`src/verilog/tcc_regs.vh`:
```
// Register offsets, field positions, reset values and timing counts of the capture timer
`ifndef TCC_REGS_VH
`define TCC_REGS_VH

// ============================================================
// Register byte addresses
`define TCC_ADDR_TIMER_CONTROL 32'h5000_4000
`define TCC_ADDR_CAPTURE_CONTROL 32'h5000_4004
`define TCC_ADDR_COUNTER_STATUS 32'h5000_4008
`define TCC_ADDR_INPUT1_VALUE 32'h5000_400c
`define TCC_ADDR_INPUT2_VALUE 32'h5000_4010
`define TCC_ADDR_EVENT_CLEAR 32'h5000_4014

// ============================================================
// Reset values
`define TCC_RST_TIMER_CONTROL 17'h0_0000
`define TCC_RST_CAPTURE_CONTROL 28'h000_0000

// ============================================================
// timer_control fields
`define TCC_TC_CLOCK_GATE 16
`define TCC_TC_FAST_CLOCK 15
`define TCC_TC_WRAP_MAX 14
`define TCC_TC_IRQ_UNMASK 13
`define TCC_TC_DECREMENT 12
`define TCC_TC_RUN 11
`define TCC_TC_RELOAD_HI 10
`define TCC_TC_RELOAD_LO 0

// ============================================================
// capture_control fields of input 1; input 2 sits one stride above
`define TCC_CC_STRIDE 14
`define TCC_CC_PIN_LO 0
`define TCC_CC_FALLING 4
`define TCC_CC_MEASURE 5
`define TCC_CC_IRQ_UNMASK 6
`define TCC_CC_WINDOW_LO 7
`define TCC_CC_STAMP_SRC 13

// ============================================================
// counter_status fields
`define TCC_ST_CH1_MISSED 14
`define TCC_ST_CH1_PENDING 12
`define TCC_ST_WRAP_PENDING 11

// ============================================================
// event_clear fields
`define TCC_CLR_WRAP 0
`define TCC_CLR_CH1 1

// ============================================================
// Timing
`define TCC_RUN_SYNC_CYCLES 3
`define TCC_LP_DIVIDE 3815

`endif

```
`src/verilog/tcc_input_channel.v`:
```
// One input channel of the capture timer: edge detect, capture, period measure, flags
`timescale 1ns/1ps

module tcc_input_channel #(
  parameter NPINS = 12,
  parameter CW = 11,
  parameter PW = 6
) (
  input wire i_core_clk,
  input wire i_nrst,
  input wire i_tick,
  input wire [NPINS-1:0] i_pins,
  input wire [3:0] i_pin_sel,
  input wire i_falling,
  input wire i_measure,
  input wire [PW-1:0] i_window,
  input wire i_stamp_src,
  input wire [CW-1:0] i_count,
  input wire [2*CW-1:0] i_rtc,
  input wire i_clear,
  output reg o_pending,
  output reg o_missed,
  output reg [2*CW-1:0] o_result
);

  // ============================================================
  // Pin selection and edge detection
  wire pin_valid;
  wire [3:0] pin_idx;
  wire level;
  reg prev_level;
  wire edge_seen;
  assign pin_valid = (i_pin_sel != 4'h0) && ({28'h0, i_pin_sel} <= NPINS);
  assign pin_idx = i_pin_sel - 4'h1;
  // A disabled channel sees a steady low, so it raises no events except one falling edge if its pin was high
  assign level = pin_valid ? i_pins[pin_idx] : 1'b0;
  assign edge_seen = i_falling ? (prev_level & ~level) : (~prev_level & level);

  // ============================================================
  // Period measurement state
  reg active;
  reg [PW-1:0] periods;
  reg [CW-1:0] cycles;
  wire done;
  wire capture_ev;
  wire ev;
  reg [2*CW-1:0] next_value;
  assign done = i_measure & edge_seen & active & (periods == i_window);
  assign capture_ev = ~i_measure & edge_seen;
  assign ev = done | capture_ev;

  // Value stored on an event
  always @* begin
    if (i_measure) begin
      // The tick at the closing edge still belongs to the window, so it is counted here
      next_value = {{CW{1'b0}}, cycles + {{(CW-1){1'b0}}, i_tick} - {{(CW-1){1'b0}}, 1'b1}};
    end else if (i_stamp_src) begin
      next_value = i_rtc;
    end else begin
      next_value = {{CW{1'b0}}, i_count};
    end
  end

  // Window runs from one edge to the window-plus-one-th edge after it
  always @(posedge i_core_clk) begin
    if (!i_nrst) begin
      prev_level <= 1'b0;
      active <= 1'b0;
      periods <= {PW{1'b0}};
      cycles <= {CW{1'b0}};
    end else begin
      prev_level <= level;
      if (!i_measure) begin
        active <= 1'b0;
      end else if (edge_seen && (!active || done)) begin
        active <= 1'b1;
        periods <= {PW{1'b0}};
        cycles <= {CW{1'b0}};
      end else begin
        if (edge_seen) begin
          periods <= periods + {{(PW-1){1'b0}}, 1'b1};
        end
        if (active && i_tick) begin
          cycles <= cycles + {{(CW-1){1'b0}}, 1'b1};
        end
      end
    end
  end

  // Flags: a new event beats a clear in the same cycle; first stamp is kept
  always @(posedge i_core_clk) begin
    if (!i_nrst) begin
      o_pending <= 1'b0;
      o_missed <= 1'b0;
      o_result <= {2*CW{1'b0}};
    end else begin
      o_pending <= ev | (o_pending & ~i_clear);
      o_missed <= (ev & o_pending & ~i_clear) | (o_missed & ~i_clear);
      if (ev && (!o_pending || i_clear)) begin
        o_result <= next_value;
      end
    end
  end

endmodule // tcc_input_channel

```
`src/verilog/tcc_timer.v`:
```
// Capture timer top: register port, 11-bit counter, two input channels
`timescale 1ns/1ps
`include "tcc_regs.vh"

module tcc_timer #(
  parameter NPINS = 12,
  parameter CW = 11,
  parameter PW = 6,
  parameter LP_DIV = `TCC_LP_DIVIDE
) (
  input wire i_core_clk,
  input wire i_nrst,
  input wire [31:0] i_addr,
  input wire [31:0] i_wdata,
  input wire i_wr,
  input wire i_rd,
  output reg [31:0] o_rdata,
  input wire [NPINS-1:0] i_port_pins,
  input wire [2*CW-1:0] i_rtc_stamp,
  output wire o_timer_irq,
  output wire o_capture_irq
);

  // ============================================================
  // Software registers
  reg [16:0] timer_control;
  reg [27:0] capture_control;

  wire counter_clock_gate;
  wire fast_clock_select;
  wire wrap_at_maximum;
  wire timer_irq_unmask;
  wire decrement_select;
  wire counter_run;
  wire [CW-1:0] reload_value;

  assign counter_clock_gate = timer_control[`TCC_TC_CLOCK_GATE];
  assign fast_clock_select = timer_control[`TCC_TC_FAST_CLOCK];
  assign wrap_at_maximum = timer_control[`TCC_TC_WRAP_MAX];
  assign timer_irq_unmask = timer_control[`TCC_TC_IRQ_UNMASK];
  assign decrement_select = timer_control[`TCC_TC_DECREMENT];
  assign counter_run = timer_control[`TCC_TC_RUN];
  assign reload_value = timer_control[`TCC_TC_RELOAD_HI:`TCC_TC_RELOAD_LO];

  // Decoded accesses
  wire wr_timer_control;
  wire wr_capture_control;
  wire wr_event_clear;
  assign wr_timer_control = i_wr && (i_addr == `TCC_ADDR_TIMER_CONTROL);
  assign wr_capture_control = i_wr && (i_addr == `TCC_ADDR_CAPTURE_CONTROL);
  assign wr_event_clear = i_wr && (i_addr == `TCC_ADDR_EVENT_CLEAR);

  // Clear strobes last a single cycle; a written zero leaves flags alone
  wire wrap_flag_clear;
  wire ch1_flag_clear;
  wire ch2_flag_clear;
  assign wrap_flag_clear = wr_event_clear & i_wdata[`TCC_CLR_WRAP];
  assign ch1_flag_clear = wr_event_clear & i_wdata[`TCC_CLR_CH1];
  assign ch2_flag_clear = wr_event_clear & i_wdata[`TCC_CLR_CH1+1];

  // Control register writes
  always @(posedge i_core_clk) begin
    if (!i_nrst) begin
      timer_control <= `TCC_RST_TIMER_CONTROL;
      capture_control <= `TCC_RST_CAPTURE_CONTROL;
    end else begin
      if (wr_timer_control) begin
        timer_control <= i_wdata[16:0];
      end
      if (wr_capture_control) begin
        capture_control <= i_wdata[27:0];
      end
    end
  end

  // ============================================================
  // Tick generation
  // The low-power rate is an enable pulse from a divider, not a clock,
  // so the whole block stays in one domain.
  reg [15:0] lp_div_cnt;
  wire lp_tick;
  wire tick;
  assign lp_tick = (lp_div_cnt == LP_DIV[15:0] - 16'h0001);

  // Divider only runs while the gate is open, saving toggles when idle
  always @(posedge i_core_clk) begin
    if (!i_nrst) begin
      lp_div_cnt <= 16'h0000;
    end else if (!counter_clock_gate || lp_tick) begin
      lp_div_cnt <= 16'h0000;
    end else begin
      lp_div_cnt <= lp_div_cnt + 16'h0001;
    end
  end

  assign tick = counter_clock_gate & (fast_clock_select | lp_tick);

  // ============================================================
  // Run synchroniser
  // Start and stop pass three flops, matching the documented start latency.
  reg [`TCC_RUN_SYNC_CYCLES-1:0] run_sync;
  wire run_q;
  assign run_q = run_sync[`TCC_RUN_SYNC_CYCLES-1];

  always @(posedge i_core_clk) begin
    if (!i_nrst) begin
      run_sync <= {`TCC_RUN_SYNC_CYCLES{1'b0}};
    end else begin
      run_sync <= {run_sync[`TCC_RUN_SYNC_CYCLES-2:0], counter_run};
    end
  end

  // ============================================================
  // Counter
  reg [CW-1:0] live_count;
  reg [CW-1:0] next_count;
  reg wrap_ev;
  wire [CW-1:0] up_top;
  assign up_top = wrap_at_maximum ? {CW{1'b1}} : reload_value;

  // Next count and wrap event
  always @* begin
    next_count = live_count;
    wrap_ev = 1'b0;
    if (!run_q) begin
      // Idle: preset so the first run starts from a known end
      next_count = decrement_select ? reload_value : {CW{1'b0}};
    end else if (tick) begin
      if (decrement_select) begin
        if (live_count == {CW{1'b0}}) begin
          next_count = reload_value;
          wrap_ev = 1'b1;
        end else begin
          next_count = live_count - {{(CW-1){1'b0}}, 1'b1};
        end
      end else begin
        // Compare with >= so a reload lowered below the count still wraps
        if (live_count >= up_top) begin
          next_count = {CW{1'b0}};
          wrap_ev = 1'b1;
        end else begin
          next_count = live_count + {{(CW-1){1'b0}}, 1'b1};
        end
      end
    end
  end

  // Counter flop and wrap flag; a new wrap beats a clear in the same cycle
  reg wrap_pending;
  always @(posedge i_core_clk) begin
    if (!i_nrst) begin
      live_count <= {CW{1'b0}};
      wrap_pending <= 1'b0;
    end else begin
      live_count <= next_count;
      wrap_pending <= wrap_ev | (wrap_pending & ~wrap_flag_clear);
    end
  end

  // ============================================================
  // Input channels
  wire [1:0] ch_pending;
  wire [1:0] ch_missed;
  wire [1:0] ch_irq_unmask;
  wire [1:0] ch_clear;
  wire [4*CW-1:0] ch_result;
  assign ch_clear = {ch2_flag_clear, ch1_flag_clear};

  // Channel c finds its fields one stride above channel c-1
  genvar c;
  generate
    for (c = 0; c < 2; c = c + 1) begin : g_ch
      localparam B = c * `TCC_CC_STRIDE;
      assign ch_irq_unmask[c] = capture_control[B+`TCC_CC_IRQ_UNMASK];
      tcc_input_channel #(
        .NPINS(NPINS),
        .CW(CW),
        .PW(PW)
      ) u_ch (
        .i_core_clk(i_core_clk),
        .i_nrst(i_nrst),
        .i_tick(tick),
        .i_pins(i_port_pins),
        .i_pin_sel(capture_control[B+`TCC_CC_PIN_LO+3:B+`TCC_CC_PIN_LO]),
        .i_falling(capture_control[B+`TCC_CC_FALLING]),
        .i_measure(capture_control[B+`TCC_CC_MEASURE]),
        .i_window(capture_control[B+`TCC_CC_WINDOW_LO+PW-1:B+`TCC_CC_WINDOW_LO]),
        .i_stamp_src(capture_control[B+`TCC_CC_STAMP_SRC]),
        .i_count(live_count),
        .i_rtc(i_rtc_stamp),
        .i_clear(ch_clear[c]),
        .o_pending(ch_pending[c]),
        .o_missed(ch_missed[c]),
        .o_result(ch_result[c*2*CW+2*CW-1:c*2*CW])
      );
    end
  endgenerate

  // ============================================================
  // Interrupt outputs
  // Masking only gates the outputs; the flags still set and read back.
  assign o_timer_irq = wrap_pending & timer_irq_unmask;
  assign o_capture_irq = |(ch_pending & ch_irq_unmask);

  // ============================================================
  // Read path
  reg [31:0] next_rdata;

  // Unmapped addresses and the clear register read as zero
  always @* begin
    next_rdata = 32'h0000_0000;
    case (i_addr)
      `TCC_ADDR_TIMER_CONTROL: begin
        next_rdata = {15'h0000, timer_control};
      end
      `TCC_ADDR_CAPTURE_CONTROL: begin
        next_rdata = {4'h0, capture_control};
      end
      `TCC_ADDR_COUNTER_STATUS: begin
        next_rdata[`TCC_ST_CH1_MISSED+1:`TCC_ST_CH1_MISSED] = ch_missed;
        next_rdata[`TCC_ST_CH1_PENDING+1:`TCC_ST_CH1_PENDING] = ch_pending;
        next_rdata[`TCC_ST_WRAP_PENDING] = wrap_pending;
        next_rdata[CW-1:0] = live_count;
      end
      `TCC_ADDR_INPUT1_VALUE: begin
        next_rdata = {10'h000, ch_result[2*CW-1:0]};
      end
      `TCC_ADDR_INPUT2_VALUE: begin
        next_rdata = {10'h000, ch_result[4*CW-1:2*CW]};
      end
      `TCC_ADDR_EVENT_CLEAR: begin
        next_rdata = 32'h0000_0000;
      end
      default: begin
        next_rdata = 32'h0000_0000;
      end
    endcase
  end

  // Read data stands only in the cycle after the strobe
  always @(posedge i_core_clk) begin
    if (!i_nrst) begin
      o_rdata <= 32'h0000_0000;
    end else if (i_rd) begin
      o_rdata <= next_rdata;
    end else begin
      o_rdata <= 32'h0000_0000;
    end
  end

endmodule // tcc_timer

```
`config.mk`:
```
export PLATFORM = sky130hd
export DESIGN_NAME = tcc_timer
export DESIGN_NICKNAME = d
export VERILOG_FILES = /design/src/verilog/tcc_input_channel.v /design/src/verilog/tcc_timer.v
export VERILOG_INCLUDE_DIRS = /design/src /design/src/verilog
export SDC_FILE = /design/constraint.sdc
export NUM_CORES = 1
export LEC_CHECK = 0
export ABC_CLOCK_PERIOD_IN_PS = 9500
export BUFFER_PORTS_ARGS = -buffer_cell sky130_fd_sc_hd__clkbuf_2
export CAP_MARGIN = 20
export CORE_AREA = 2 2 141 143
export DETAILED_ROUTE_END_ITERATION = 8
export DIE_AREA = 0 0 143 145
export PLACE_DENSITY = 0.71
export SLEW_MARGIN = 20
export SYNTH_ARGS = -nofsm -noshare
export SYNTH_HDL_FRONTEND = slang
export SYNTH_SLANG_ARGS = --single-unit
export TNS_END_PERCENT = 100
```
`constraint.sdc`:
```
create_clock -name i_core_clk -period 9.5 [get_ports i_core_clk]
set_clock_uncertainty 0.05 [all_clocks]
set_input_delay 1.425 -clock i_core_clk [delete_from_list [all_inputs] [get_ports i_core_clk]]
set_output_delay 1.425 -clock i_core_clk [all_outputs]
set_load 0.02 [all_outputs]
```
# After elaboration in Yosys (flattened, before gate mapping)
# Index checks and enable logic that the tools add are counted.
# op_classes
n_addsub	13
n_lt_le_gt_ge	5
n_eq_ne	10
mux	34
bitwise_logic	45
reduce_logical	37
# op_table
cell	count
$eq 32x31->1 const B	6
$mux 11	11
$mux 22	4
$pmux 16 s5	1
$pmux 12 s4	1
$add 11x1->11 const B	3
$sub 11x1->11 const B	3
$and 1x1->1	26
$mux 6	4
$add 11x1->11	2
$add 16x1->16 const B	1
$eq 16x12->1 const B	1
$reduce_and 2->1	7
$add 6x1->6 const B	2
$eq 6x6->1	2
$ge 11x11->1	1
$logic_and 1x1->1	11
$logic_not 11->1	1
$mux 1	11
$lt 4x5->1 const B	2
$not 1->1	10
$bmux 1 s4	2
$le 4x4->1 const B	2
$or 1x1->1	8
8 further kinds	22
# totals
ff_bits	194
input_bits	102
output_inout_bits	34
elab_cells	165

# Logic depth before layout (Yosys ltp)
# Gate-level depths: netlist of run 1.
# logic_depth
word_depth	14
depth_mapped	14
ltp_nobuf	14

# Cells and area by module
# From an unflattened synthesis of run 1, not the netlist that was laid out.
# unflattened
hier_cells	1277
hier_area_um2	10761.6
# modules_own_cells
mod	instances	cells_each	area_per_inst_um2	seq_area_each_um2
tcc_input_channel	2	331	2702.6	860.8
tcc_timer	1	615	5356.4	2082.0

# Worst setup path after synthesis of run 1
# OpenSTA, ideal clock, no wires.
# synth_path
path_type	input port to flip-flop
start	input port i_port_pins[2]
end	register g_ch[0].u_ch.cycles[7]
setup_ns	0.072
arrival_time_ns	3.549
required_time_ns	9.378
slack_ns	5.829
stages	8
path_buffers	0
cell_sequence	mux4_2 -> nor2_1 -> or4_1 -> a31oi_1 -> mux2i_1 -> nand3_1 -> a2111oi_0 -> mux2i_1
# synth_between
elab_chain_cells	13
elab_cells_between_ends	15
classes_between	mux (5); bitwise (6); reduce/logical (4)
# synth_rtl
item	line	source
start, declared	tcc_timer.v:18	input wire [NPINS-1:0] i_port_pins,
$bmux 1 s4 *	tcc_input_channel.v:36	assign level = pin_valid ? i_pins[pin_idx] : 1'b0;
$mux 1 (implied by the code) *	tcc_input_channel.v:36	
$mux 1 *	tcc_input_channel.v:36	
$not 1->1	tcc_input_channel.v:37	assign edge_seen = i_falling ? (prev_level & ~level) : (~prev_level & level);
$and 1x1->1	tcc_input_channel.v:37	
$mux 1 *	tcc_input_channel.v:37	
$and 1x1->1 (3 in a row)	tcc_input_channel.v:48	assign done = i_measure & edge_seen & active & (periods == i_window);
$logic_or 1x1->1	tcc_input_channel.v:75	end else if (edge_seen && (!active || done)) begin
$logic_and 1x1->1 *	tcc_input_channel.v:75	
$reduce_bool 2->1 (no line)	n/a	
$reduce_and 2->1 (no line)	n/a	
end signal, assigned	tcc_input_channel.v:70	cycles <= {CW{1'b0}};
end signal, assigned	tcc_input_channel.v:78	cycles <= {CW{1'b0}};
end signal, assigned	tcc_input_channel.v:84	cycles <= cycles + {{(CW-1){1'b0}}, 1'b1};
end, declared	tcc_input_channel.v:43	reg [CW-1:0] cycles;
# Mark *: on every way between the ends. The rest lies on a longest branch, timed or not. The select of a mux whose other input is x is not followed.
# A chain may end at the register's enable or synchronous reset.

# Final worst setup path of run 1
# layout_path
start	register capture_control[14]
end	register g_ch[1].u_ch.o_result[2]
# layout_between
elab_chain_cells	12
elab_cells_between_ends	17
classes_between	add/sub (1); order compare (1); mux (4); bitwise (8); reduce/logical (3)
# layout_rtl
item	line	source
start, declared	tcc_timer.v:27	reg [27:0] capture_control;
start signal, assigned	tcc_timer.v:65	capture_control <= `TCC_RST_CAPTURE_CONTROL;
start signal, assigned	tcc_timer.v:71	capture_control <= i_wdata[27:0];
$sub 4x1->4	tcc_input_channel.v:34	assign pin_idx = i_pin_sel - 4'h1;
$bmux 1 s4	tcc_input_channel.v:36	
$mux 1 (implied by the code)	tcc_input_channel.v:36	
$mux 1 *	tcc_input_channel.v:36	
$not 1->1	tcc_input_channel.v:37	
$and 1x1->1	tcc_input_channel.v:37	
$mux 1 *	tcc_input_channel.v:37	
$and 1x1->1 (3 in a row)	tcc_input_channel.v:48	
$or 1x1->1 *	tcc_input_channel.v:50	assign ev = done | capture_ev;
$logic_and 1x1->1 *	tcc_input_channel.v:99	if (ev && (!o_pending || i_clear)) begin
end signal, assigned	tcc_input_channel.v:95	o_result <= {2*CW{1'b0}};
end signal, assigned	tcc_input_channel.v:100	o_result <= next_value;
end, declared	tcc_input_channel.v:23	output reg [2*CW-1:0] o_result
# Marks and branches as above.

==> impl_metrics.tcl, run 1 <==
set metrics [dict create \
    outcome "finished clean" \
    cts.path.max_buffers 2 \
    seqPwrFrac 0.498 \
    vias 9250 \
    clkSinkCount 190 \
    hpwl_mm 19.7 \
    p_clk_frac 0.464 \
    yosys.area.top_type "dfxtp_1" \
    layout_min_cycle_time_ps 4160 \
    clk_latency_ps 440 \
    cts_setup_buffers 0 \
    intPower_w 0.00124 \
    post_drt_wl_per_cell_um 17.9 \
    critPathCaptureType "register" \
    power_density_nw_per_um2 141 \
    boundaryPins 136 \
    cts_tree "yes" \
    nets 1433 \
    grt_pass1_wl_mm 44.2 \
    layout_commonest_cell "nand2_1" \
    viasPerCell 5.85 \
    synth-seq-area-share 0.379 \
    synth_seq_cells 190 \
    root_buffer "clkbuf_16" \
    fin_setup_tns_ps 0 \
    tightest_slew_ps 955 \
    fp.dieW_um 143 \
    n_antenna_cell 0 \
    synth_cell_types 64 \
    gp_congestion 0.910 \
    avgSynthCellArea_um2 8.10 \
    rows 51 \
    grt_usage 0.272 \
    syn_to_final_growth_pct 13.1 \
    drc 0 \
    wl_met3_mm 1.68 \
    required_ps 9760 \
    synth-edff-count 0 \
    die_h_um 145 \
    drt_first_pass_iters 6 \
    grt_pass1_vias 8192 \
    port_buffers 127 \
    crit_path_max_incr_delay_ps 640 \
    final_cell_mix "194 x nand2_1, 190 x dfxtp_1, 127 x clkbuf_2" \
    drt_iter0_drc 948 \
    max_slew_margin 0.363 \
    antenna_left 0 \
    r2r_cells 11 \
    synth_top_area_share 0.379 \
    leakagePower_nw 4.15 \
    swShare 0.229 \
    switchingPower_w 0.000367 \
    antenna_found_initial 0 \
    arrival_ps 4420 \
    path_cells "inv_1 > ha_1 > mux4_2 > mux2i_1 > mux2_2 > a31oi_1 > mux2i_4 > nand2_1 > buf_4 > nand3_1 > o21ai_1" \
    irDropWorstVdd_mv 0.136 \
    cts_resized 0 \
    wirelength_mm 28.3 \
    dr.max_layer_used "met4" \
    fill_cells 1756 \
    holdBufCountCts 0 \
    pwr-share-comb 0.039 \
    syn_area_um2 10000 \
    setup_viol 0 \
    max_freq_ghz 0.240 \
    htree_levels 4 \
    grt_setup_unrepaired "false" \
    period_share 0.438 \
    maxCapViolations 0 \
    drv_slew 0 \
    syn_inst 1238 \
    crit_type "register to register" \
    die_area_um2 20700 \
    start_kind "register" \
    grt_start_max_net_pins 85 \
    finalHoldViolations 0 \
    wl_met2_mm 13.5 \
    cp_max_fo 24 \
    crit_slowest_cell "a31oi_1" \
    synthTopCellsByArea "dfxtp_1 38%, nand2_1 7.3%, nand3_1 4.9%" \
    clk_pin_slew_worst_paths_ps 70 \
    wl_met1_mm 12.1 \
    overflow 0 \
    synthArstFlopShare 0 \
    ys_warn_count 0 \
    core_um2 19200 \
    fin_hold_ws_ps 387 \
    start_util 0.522 \
    synth_flop_cell "dfxtp_1" \
    hold_path_depth 1 \
    cts_made_buffers 17 \
    hold_class "register to register" \
    drive_gt1_frac 0.174 \
]
-- through the flow --
| step | area [µm²] | utilization | cells | worst slack [ps] | power (W) |
|---|---|---|---|---|---|
| after CTS | 11300 | 0.590 | 1582 | 5390 | 0.00161 |
| after global placement | 10700 | 0.558 | 1550 | 5100 | 0.000878 |
| final | 11300 | 0.591 | 1582 | 5340 | 0.00160 |
| after global routing | 11300 | 0.591 | 1582 | 5150 | 0.00165 |
| after floorplan | 10000 | - | 1241 | 5830 | 0.000846 |
| after detailed placement | 10700 | 0.558 | 1550 | 5060 | 0.000878 |
-- metal layers --
layer,vias to the layer above,track usage
met4,0,0.114
met5,-,0
met3,64,0.0495
met2,332,0.429
li1,4490,-
met1,4364,0.364
-- flip-flops by register name (all words and copies together), names as in the netlist, 3 cells and up --
| signal | count |
|---|---|
| capture_control | 28 |
| g_ch.u_ch.cycles | 22 |
| g_ch.u_ch.o_result | 44 |
| g_ch.u_ch.periods | 12 |
| live_count | 11 |
| lp_div_cnt | 16 |
| o_rdata | 28 |
| run_sync | 3 |
| timer_control | 17 |
-- power by group through the flow --
stage | Sequential, W | Combinational, W | Clock (W)
floorplan | 0.000815 | 0.0000312 | 0
global placement | 0.000817 | 0.0000611 | 0
detailed placement | 0.000817 | 0.0000614 | 0
CTS | 0.000798 | 0.0000619 | 0.000751
global route | 0.000798 | 0.0000667 | 0.000784
finish | 0.000798 | 0.0000624 | 0.000744
-- critical path, delay by kind of cell, from the launching register on --
| family | cells | cell delay, ps |
|---|---|---|
| muxes | 4 | 1170 |
| AOI/OAI and AO/OA | 2 | 720 |
| and+or+nand+nor | 2 | 630 |
| buffers and inverters | 2 | 580 |
| DFF | 1 | 530 |
| adders and majority gates | 1 | 320 |
-- final timing paths --
path / start / endpoint / slack [ps]
setup / recovery: capture_control[14]$_SDFFE_PN0P_ / g_ch[1].u_ch.o_result[2]$_SDFFE_PN0P_ / 5340
hold / removal: run_sync[1]$_SDFF_PN0_ / run_sync[2]$_SDFF_PN0_ / 390
setup reg to reg: capture_control[14]$_SDFFE_PN0P_ / g_ch[1].u_ch.o_result[2]$_SDFFE_PN0P_ / 5340
hold reg to reg: run_sync[1]$_SDFF_PN0_ / run_sync[2]$_SDFF_PN0_ / 390
-- final cells by class --
cell class	count	area, µm²	area share
Clock buffer	20	467	0.0411
Clock inverter	12	148	0.0130
Inverter	23	86.3	0.00761
Multi-Input combinational cell	934	5790	0.510
Sequential cell	190	3800	0.335
Tap cell	265	332	0.0292
Timing Repair Buffer	138	718	0.0633
-- cell families after synthesis --
kind of cell | Yosys count | synth area share
other | 1 | 0.000374
AND/OR/NAND/NOR | 524 | 0.243
XOR/XNOR | 80 | 0.0699
multiplexers | 62 | 0.0785
adder cells (fa/ha/maj) | 27 | 0.0337
buffers and inverters | 117 | 0.0468
flip-flops | 190 | 0.379
AO/OA/AOI/OAI | 237 | 0.149
-- cell usage after synthesis (all sizes together) (9+ instances only) --
master  number
a21oi       63
a222oi      17
a22oi       13
and2        17
and3        15
buf         19
clkbuf      75
dfxtp      190
ha          27
inv         23
mux2        33
mux2i       20
mux4         9
nand2      196
nand3       99
nand4       17
nor2       106
nor3        17
nor4        11
o211ai      30
o21ai       75
xnor2       32
xor2        48
Note: power is estimated with default switching activity, not from simulation.
==> inputs of run 2 (changes only) <==
ABC_CLOCK_PERIOD_IN_PS = 3800   (was 9500)
PLACE_DENSITY = 0.74   (was 0.71)
clock period = 3.8 ns   (was 9.5 ns; I/O delays follow)
==> impl_metrics.tcl, run 2 (synthesized netlist as in run 1, its figures left out) <==
set metrics [dict create \
    drt_first_pass_iters 8 \
    post-route-util 0.591 \
    top_usage_layer "met2" \
    grtUsageMet3 0.0479 \
    clkSinkCount 190 \
    start_util 0.522 \
    largestRegisters "g_ch.u_ch.o_result: 44 flops, capture_control: 28 flops, o_rdata: 28 flops" \
    root_buffer "clkbuf_16" \
    maxCapViolations 0 \
    grt_pass1_vias 8606 \
    cp_max_fo 5 \
    grt_usage 0.272 \
    critPathCaptureType "register" \
    cts_tree "yes" \
    r2r_setup_slack_ps 310 \
    hp-start "i_wdata[26]" \
    use_met2 0.443 \
    nets 1443 \
    reg2reg_from "capture_control[1]$_SDFFE_PN0P_" \
    r2r-end "g_ch[0].u_ch.cycles[7]$_SDFFE_PN0P_" \
    boundaryPins 136 \
    crit_slowest_cell "a2111oi_0" \
    fp.dieW_um 143 \
    irDropWorstVdd_mv 0.315 \
    final_cell_mix "195 x nand2_1, 190 x dfxtp_1, 127 x clkbuf_2" \
    crit_path_max_incr_delay_ps 550 \
    start_kind "register" \
    holdBufCountCts 0 \
    post_drt_wl_per_cell_um 17.7 \
    n_antenna_cell 0 \
    cts.path.max_buffers 2 \
    switchingPower_w 0.000948 \
    p_clk_frac 0.442 \
    port_buffers 127 \
    cts_resized 0 \
    arrival_ps 3820 \
    fin_hold_ws_ps 297 \
    fin_setup_tns_ps 0 \
    rows 51 \
    gp_congestion 0.936 \
    largest_reg_flops 44 \
    pwr-share-comb 0.041 \
    hpwl_mm 20.3 \
    grt_pass1_wl_mm 44.6 \
    max_freq_ghz 0.286 \
    fill_cells 1761 \
    cts_made_buffers 17 \
    syn_to_final_growth_pct 13.2 \
    cp_num_cells 10 \
    die_h_um 145 \
    clk_latency_ps 440 \
    vias 9244 \
    clk_pin_slew_worst_paths_ps 80 \
    crit_top_cell "mux2i_1" \
    overflow 0 \
    path_delay_family "multiplexers" \
    hold_class "input port to register" \
    seqPwrFrac 0.517 \
    die_area_um2 20700 \
    path_cells "inv_1 > ha_1 > mux4_2 > nor2_1 > or4_1 > a31oi_1 > mux2i_1 > nand3_1 > a2111oi_0 > mux2i_1" \
    max_slew_margin 0.417 \
    leakagePower_nw 4.16 \
    power_density_nw_per_um2 340 \
    crit_type "register to register" \
    required_ps 4130 \
    layout_commonest_cell "nand2_1" \
    use_met1 0.356 \
    setup_viol 0 \
    finalHoldViolations 0 \
    viasPerCell 5.81 \
    drt_iter0_drc 895 \
    layout_min_cycle_time_ps 3490 \
    outcome "finished clean" \
    intPower_w 0.00291 \
    swShare 0.245 \
    antenna_left 0 \
    crit_buf_inv 1 \
    htree_levels 4 \
    wirelength_mm 28.1 \
    crit_end "g_ch[0].u_ch.cycles[7]$_SDFFE_PN0P_" \
    drive_gt1_frac 0.176 \
    drc 0 \
    grt_start_max_net_pins 83 \
    cts_setup_buffers 0 \
    period_share 0.919 \
    r2r_cells 10 \
    grt_setup_unrepaired "false" \
    drv_slew 0 \
    antenna_found_initial 0 \
    core_um2 19200 \
    regMostFlops "g_ch.u_ch.o_result" \
    tightest_slew_ps 873 \
    critPathLaunch "capture_control[1]$_SDFFE_PN0P_" \
]
[run 2: worst min-delay path by stage]
stage                                       endpoint  slack [ps]  depth (start not counted)
global placement              run_sync[2]$_SDFF_PN0_         370                          1
global route        capture_control[26]$_SDFFE_PN0P_         290                          3
CTS                 capture_control[27]$_SDFFE_PN0P_         290                          3
finish              capture_control[26]$_SDFFE_PN0P_         300                          3
floorplan                     run_sync[1]$_SDFF_PN0_         360                          1
detailed placement            run_sync[2]$_SDFF_PN0_         370                          1
[run 2: power by group through the flow]
stage          Sequential (W)  Clock [W]  Combinational [W]
5_1_grt               0.00200    0.00182           0.000169
2_1_floorplan         0.00204          0          0.0000780
4_1_cts               0.00200    0.00172           0.000157
3_5_place_dp          0.00204          0           0.000157
6_report              0.00200    0.00171           0.000159
3_3_place_gp          0.00204          0           0.000155
[run 2: cell type report]
| type | instances | area (µm²) | share of cell area |
|---|---|---|---|
| Timing Repair Buffer | 148 | 793 | 0.0699 |
| Multi-Input combinational cell | 934 | 5780 | 0.509 |
| Tap cell | 265 | 332 | 0.0292 |
| Clock buffer | 17 | 425 | 0.0375 |
| Clock inverter | 14 | 134 | 0.0118 |
| Sequential cell | 190 | 3800 | 0.335 |
| Inverter | 23 | 86.3 | 0.00761 |
[run 2: layer usage]
metal	vias up	wire (µm)
met3	69	1830
li1	4501	-
met5	-	0
met1	4330	11900
met4	0	1040
met2	344	13400
[run 2: metrics by stage]
step | total power [W] | std cells | setup slack [ps] | instance area [µm²]
2_1_floorplan | 0.00212 | 1241 | 539 | 10000
3_3_place_gp | 0.00220 | 1560 | 437 | 10800
3_5_place_dp | 0.00220 | 1560 | 364 | 10800
4_1_cts | 0.00387 | 1591 | 330 | 11300
5_1_grt | 0.00398 | 1591 | 90.3 | 11300
6_report | 0.00386 | 1591 | 308 | 11300
[run 2: tightest hold or removal path, cell delays in order]
cell,delay (ps)
clkbuf_2,80
nand2_1,40
a21oi_1,50
==> inputs of run 3 (changes only) <==
BUFFER_PORTS_ARGS = -buffer_cell sky130_fd_sc_hd__buf_2   (was -buffer_cell sky130_fd_sc_hd__clkbuf_2)
CELL_PAD_IN_SITES_DETAIL_PLACEMENT = 2   (was default)
CELL_PAD_IN_SITES_GLOBAL_PLACEMENT = 2   (was default)
CORE_AREA = 2 2 183 185   (was 2 2 141 143)
DIE_AREA = 0 0 185 187   (was 0 0 143 145)
==> impl_metrics.tcl, run 3 (synthesized netlist as in run 1, its figures left out) <==
set metrics [dict create \
    largest_reg_flops 44 \
    layout_min_cycle_time_ps 3640 \
    crit_type "register to register" \
    grtUsageMet3 0.0510 \
    grt_pass1_vias 10248 \
    max_slew_margin 0.442 \
    antenna_found_initial 2 \
    overflow 0 \
    antenna_left 0 \
    final_cell_mix "195 x nand2_1, 190 x dfxtp_1, 127 x buf_2" \
    power_density_nw_per_um2 341 \
    cp_max_fo 36 \
    tightest_slew_ps 833 \
    start_util 0.305 \
    finalInstanceArea_um2 11700 \
    drive_gt1_frac 0.188 \
    grt_pass1_wl_mm 59.8 \
    start_kind "register" \
    grt_setup_unrepaired "false" \
    leakagePower_nw 4.28 \
    cts_made_buffers 17 \
    hold_path_depth 3 \
    layout_commonest_cell "nand2_1" \
    viasPerCell 5.39 \
    placed_area_um2 11100 \
    grt_usage 0.228 \
    drt_first_pass_iters 6 \
    rows 67 \
    swShare 0.244 \
    pwr-share-comb 0.042 \
    irDropWorstVdd_mv 0.320 \
    p_clk_frac 0.459 \
    top_usage_layer "met2" \
    gp_congestion 0.840 \
    setup_ws_ps 157 \
    cts.path.max_buffers 2 \
    min_to "capture_control[17]$_SDFFE_PN0P_" \
    root_buffer "clkbuf_16" \
    use_met1 0.285 \
    fin_setup_tns_ps 0 \
    seqPwrFrac 0.498 \
    wirelength_mm 38.9 \
    vias 9662 \
    drt_iter0_drc 669 \
    drc 0 \
    r2r-end "g_ch[0].u_ch.o_result[18]$_SDFFE_PN0P_" \
    htree_levels 4 \
    fill_cells 3799 \
    hp-start "i_wdata[17]" \
    grt_start_max_net_pins 50 \
    clk_pin_slew_worst_paths_ps 70 \
    intPower_w 0.00303 \
    p_total_w 0.00401 \
    clkSinkCount 190 \
    arrival_ps 3900 \
    die_area_um2 34600 \
    r2r_setup_slack_ps 160 \
    max_freq_ghz 0.274 \
    setup_viol 0 \
    nets 1460 \
    port_buffers 127 \
    use_met2 0.386 \
    fp.dieW_um 185 \
    die_h_um 187 \
    reg2reg_from "capture_control[1]$_SDFFE_PN0P_" \
    required_ps 4060 \
    n_antenna_cell 0 \
    boundaryPins 136 \
    r2r_cells 12 \
    cts_tree "yes" \
    critPathCaptureType "register" \
    largestRegisters "g_ch.u_ch.o_result: 44 flops, capture_control: 28 flops, o_rdata: 28 flops" \
    drv_slew 0 \
    fin_hold_ws_ps 302 \
    hold_class "input port to register" \
    hpwl_mm 28.9 \
    regMostFlops "g_ch.u_ch.o_result" \
    period_share 0.959 \
    maxCapViolations 0 \
    finalHoldViolations 0 \
    core_um2 32900 \
    syn_to_final_growth_pct 17.2 \
    post_drt_wl_per_cell_um 21.7 \
    outcome "finished clean" \
    pre_cts_slack_ps 206 \
    clk_latency_ps 460 \
    switchingPower_w 0.000977 \
]
[run 3: changes by cell type in the layout (fill, tap and decap cells not counted), sizes merged]
cell      change
buf         +144
clkbuf      -124
clkinvlp      -2
bufinv        +1
inv           -1
[run 3: repair_timing]
item / in CTS / in global routing
resized for setup: 0 / 1
setup endpoints to repair: 0 / 9
hold buffers: 0 / 0
setup buffers: 0 / 0
endpoints found under the hold margin: 0 / 0
[run 3: area by class of cell]
class / instances / area, µm² / area share
multi-input combinational: 934 / 5780 / 0.492
sequential: 190 / 3800 / 0.324
timing repair buffer: 165 / 921 / 0.0784
tap: 448 / 561 / 0.0477
clock buffer: 20 / 467 / 0.0397
clock inverter: 12 / 126 / 0.0108
inverter: 23 / 86.3 / 0.00735
[run 3: worst max-delay path by stage]
stage | from | end | slack (ps)
after global placement | capture_control[1]$_SDFFE_PN0P_ | g_ch[0].u_ch.cycles[7]$_SDFFE_PN0P_ | 280
after global routing | capture_control[1]$_SDFFE_PN0P_ | g_ch[0].u_ch.o_result[18]$_SDFFE_PN0P_ | 50
after detailed placement | capture_control[15]$_SDFFE_PN0P_ | g_ch[1].u_ch.cycles[6]$_SDFFE_PN0P_ | 210
after floorplan | capture_control[0]$_SDFFE_PN0P_ | g_ch[0].u_ch.cycles[7]$_SDFFE_PN0P_ | 540
after CTS | capture_control[1]$_SDFFE_PN0P_ | g_ch[0].u_ch.o_result[18]$_SDFFE_PN0P_ | 150
final | capture_control[1]$_SDFFE_PN0P_ | g_ch[0].u_ch.o_result[18]$_SDFFE_PN0P_ | 160
[run 3: power groups by stage]
stage | sequential (W) | clock, W | combinational (W)
3_5_place_dp | 0.00204 | 0 | 0.000170
5_1_grt | 0.00200 | 0.00197 | 0.000183
2_1_floorplan | 0.00204 | 0 | 0.0000780
6_report | 0.00200 | 0.00184 | 0.000170
3_3_place_gp | 0.00204 | 0 | 0.000167
4_1_cts | 0.00200 | 0.00189 | 0.000171
[run 3: metal layers]
layer	vias up	share of wire
li1	4528	-
met1	4821	0.43
met2	254	0.49
met3	57	0.057
met4	2	0.029
met5	-	0.00033
[run 3: stage by stage]
stage                      util  instances
after global placement    0.339       1760
after detailed placement  0.339       1760
after global routing      0.357       1792
final                     0.357       1792
after CTS                 0.357       1792
after floorplan               -       1241
[run 3: critical path, stage by stage, from the launching register on]
cell and delay (ps):
dfxtp_1 390, inv_1 110, ha_1 390, mux4_2 360, nor2_1 30, or4_1 460
a31oi_1 360, mux2i_1 420, buf_4 260, nand3_1 130, buf_4 270, nand3_1 130
o21ai_0 130
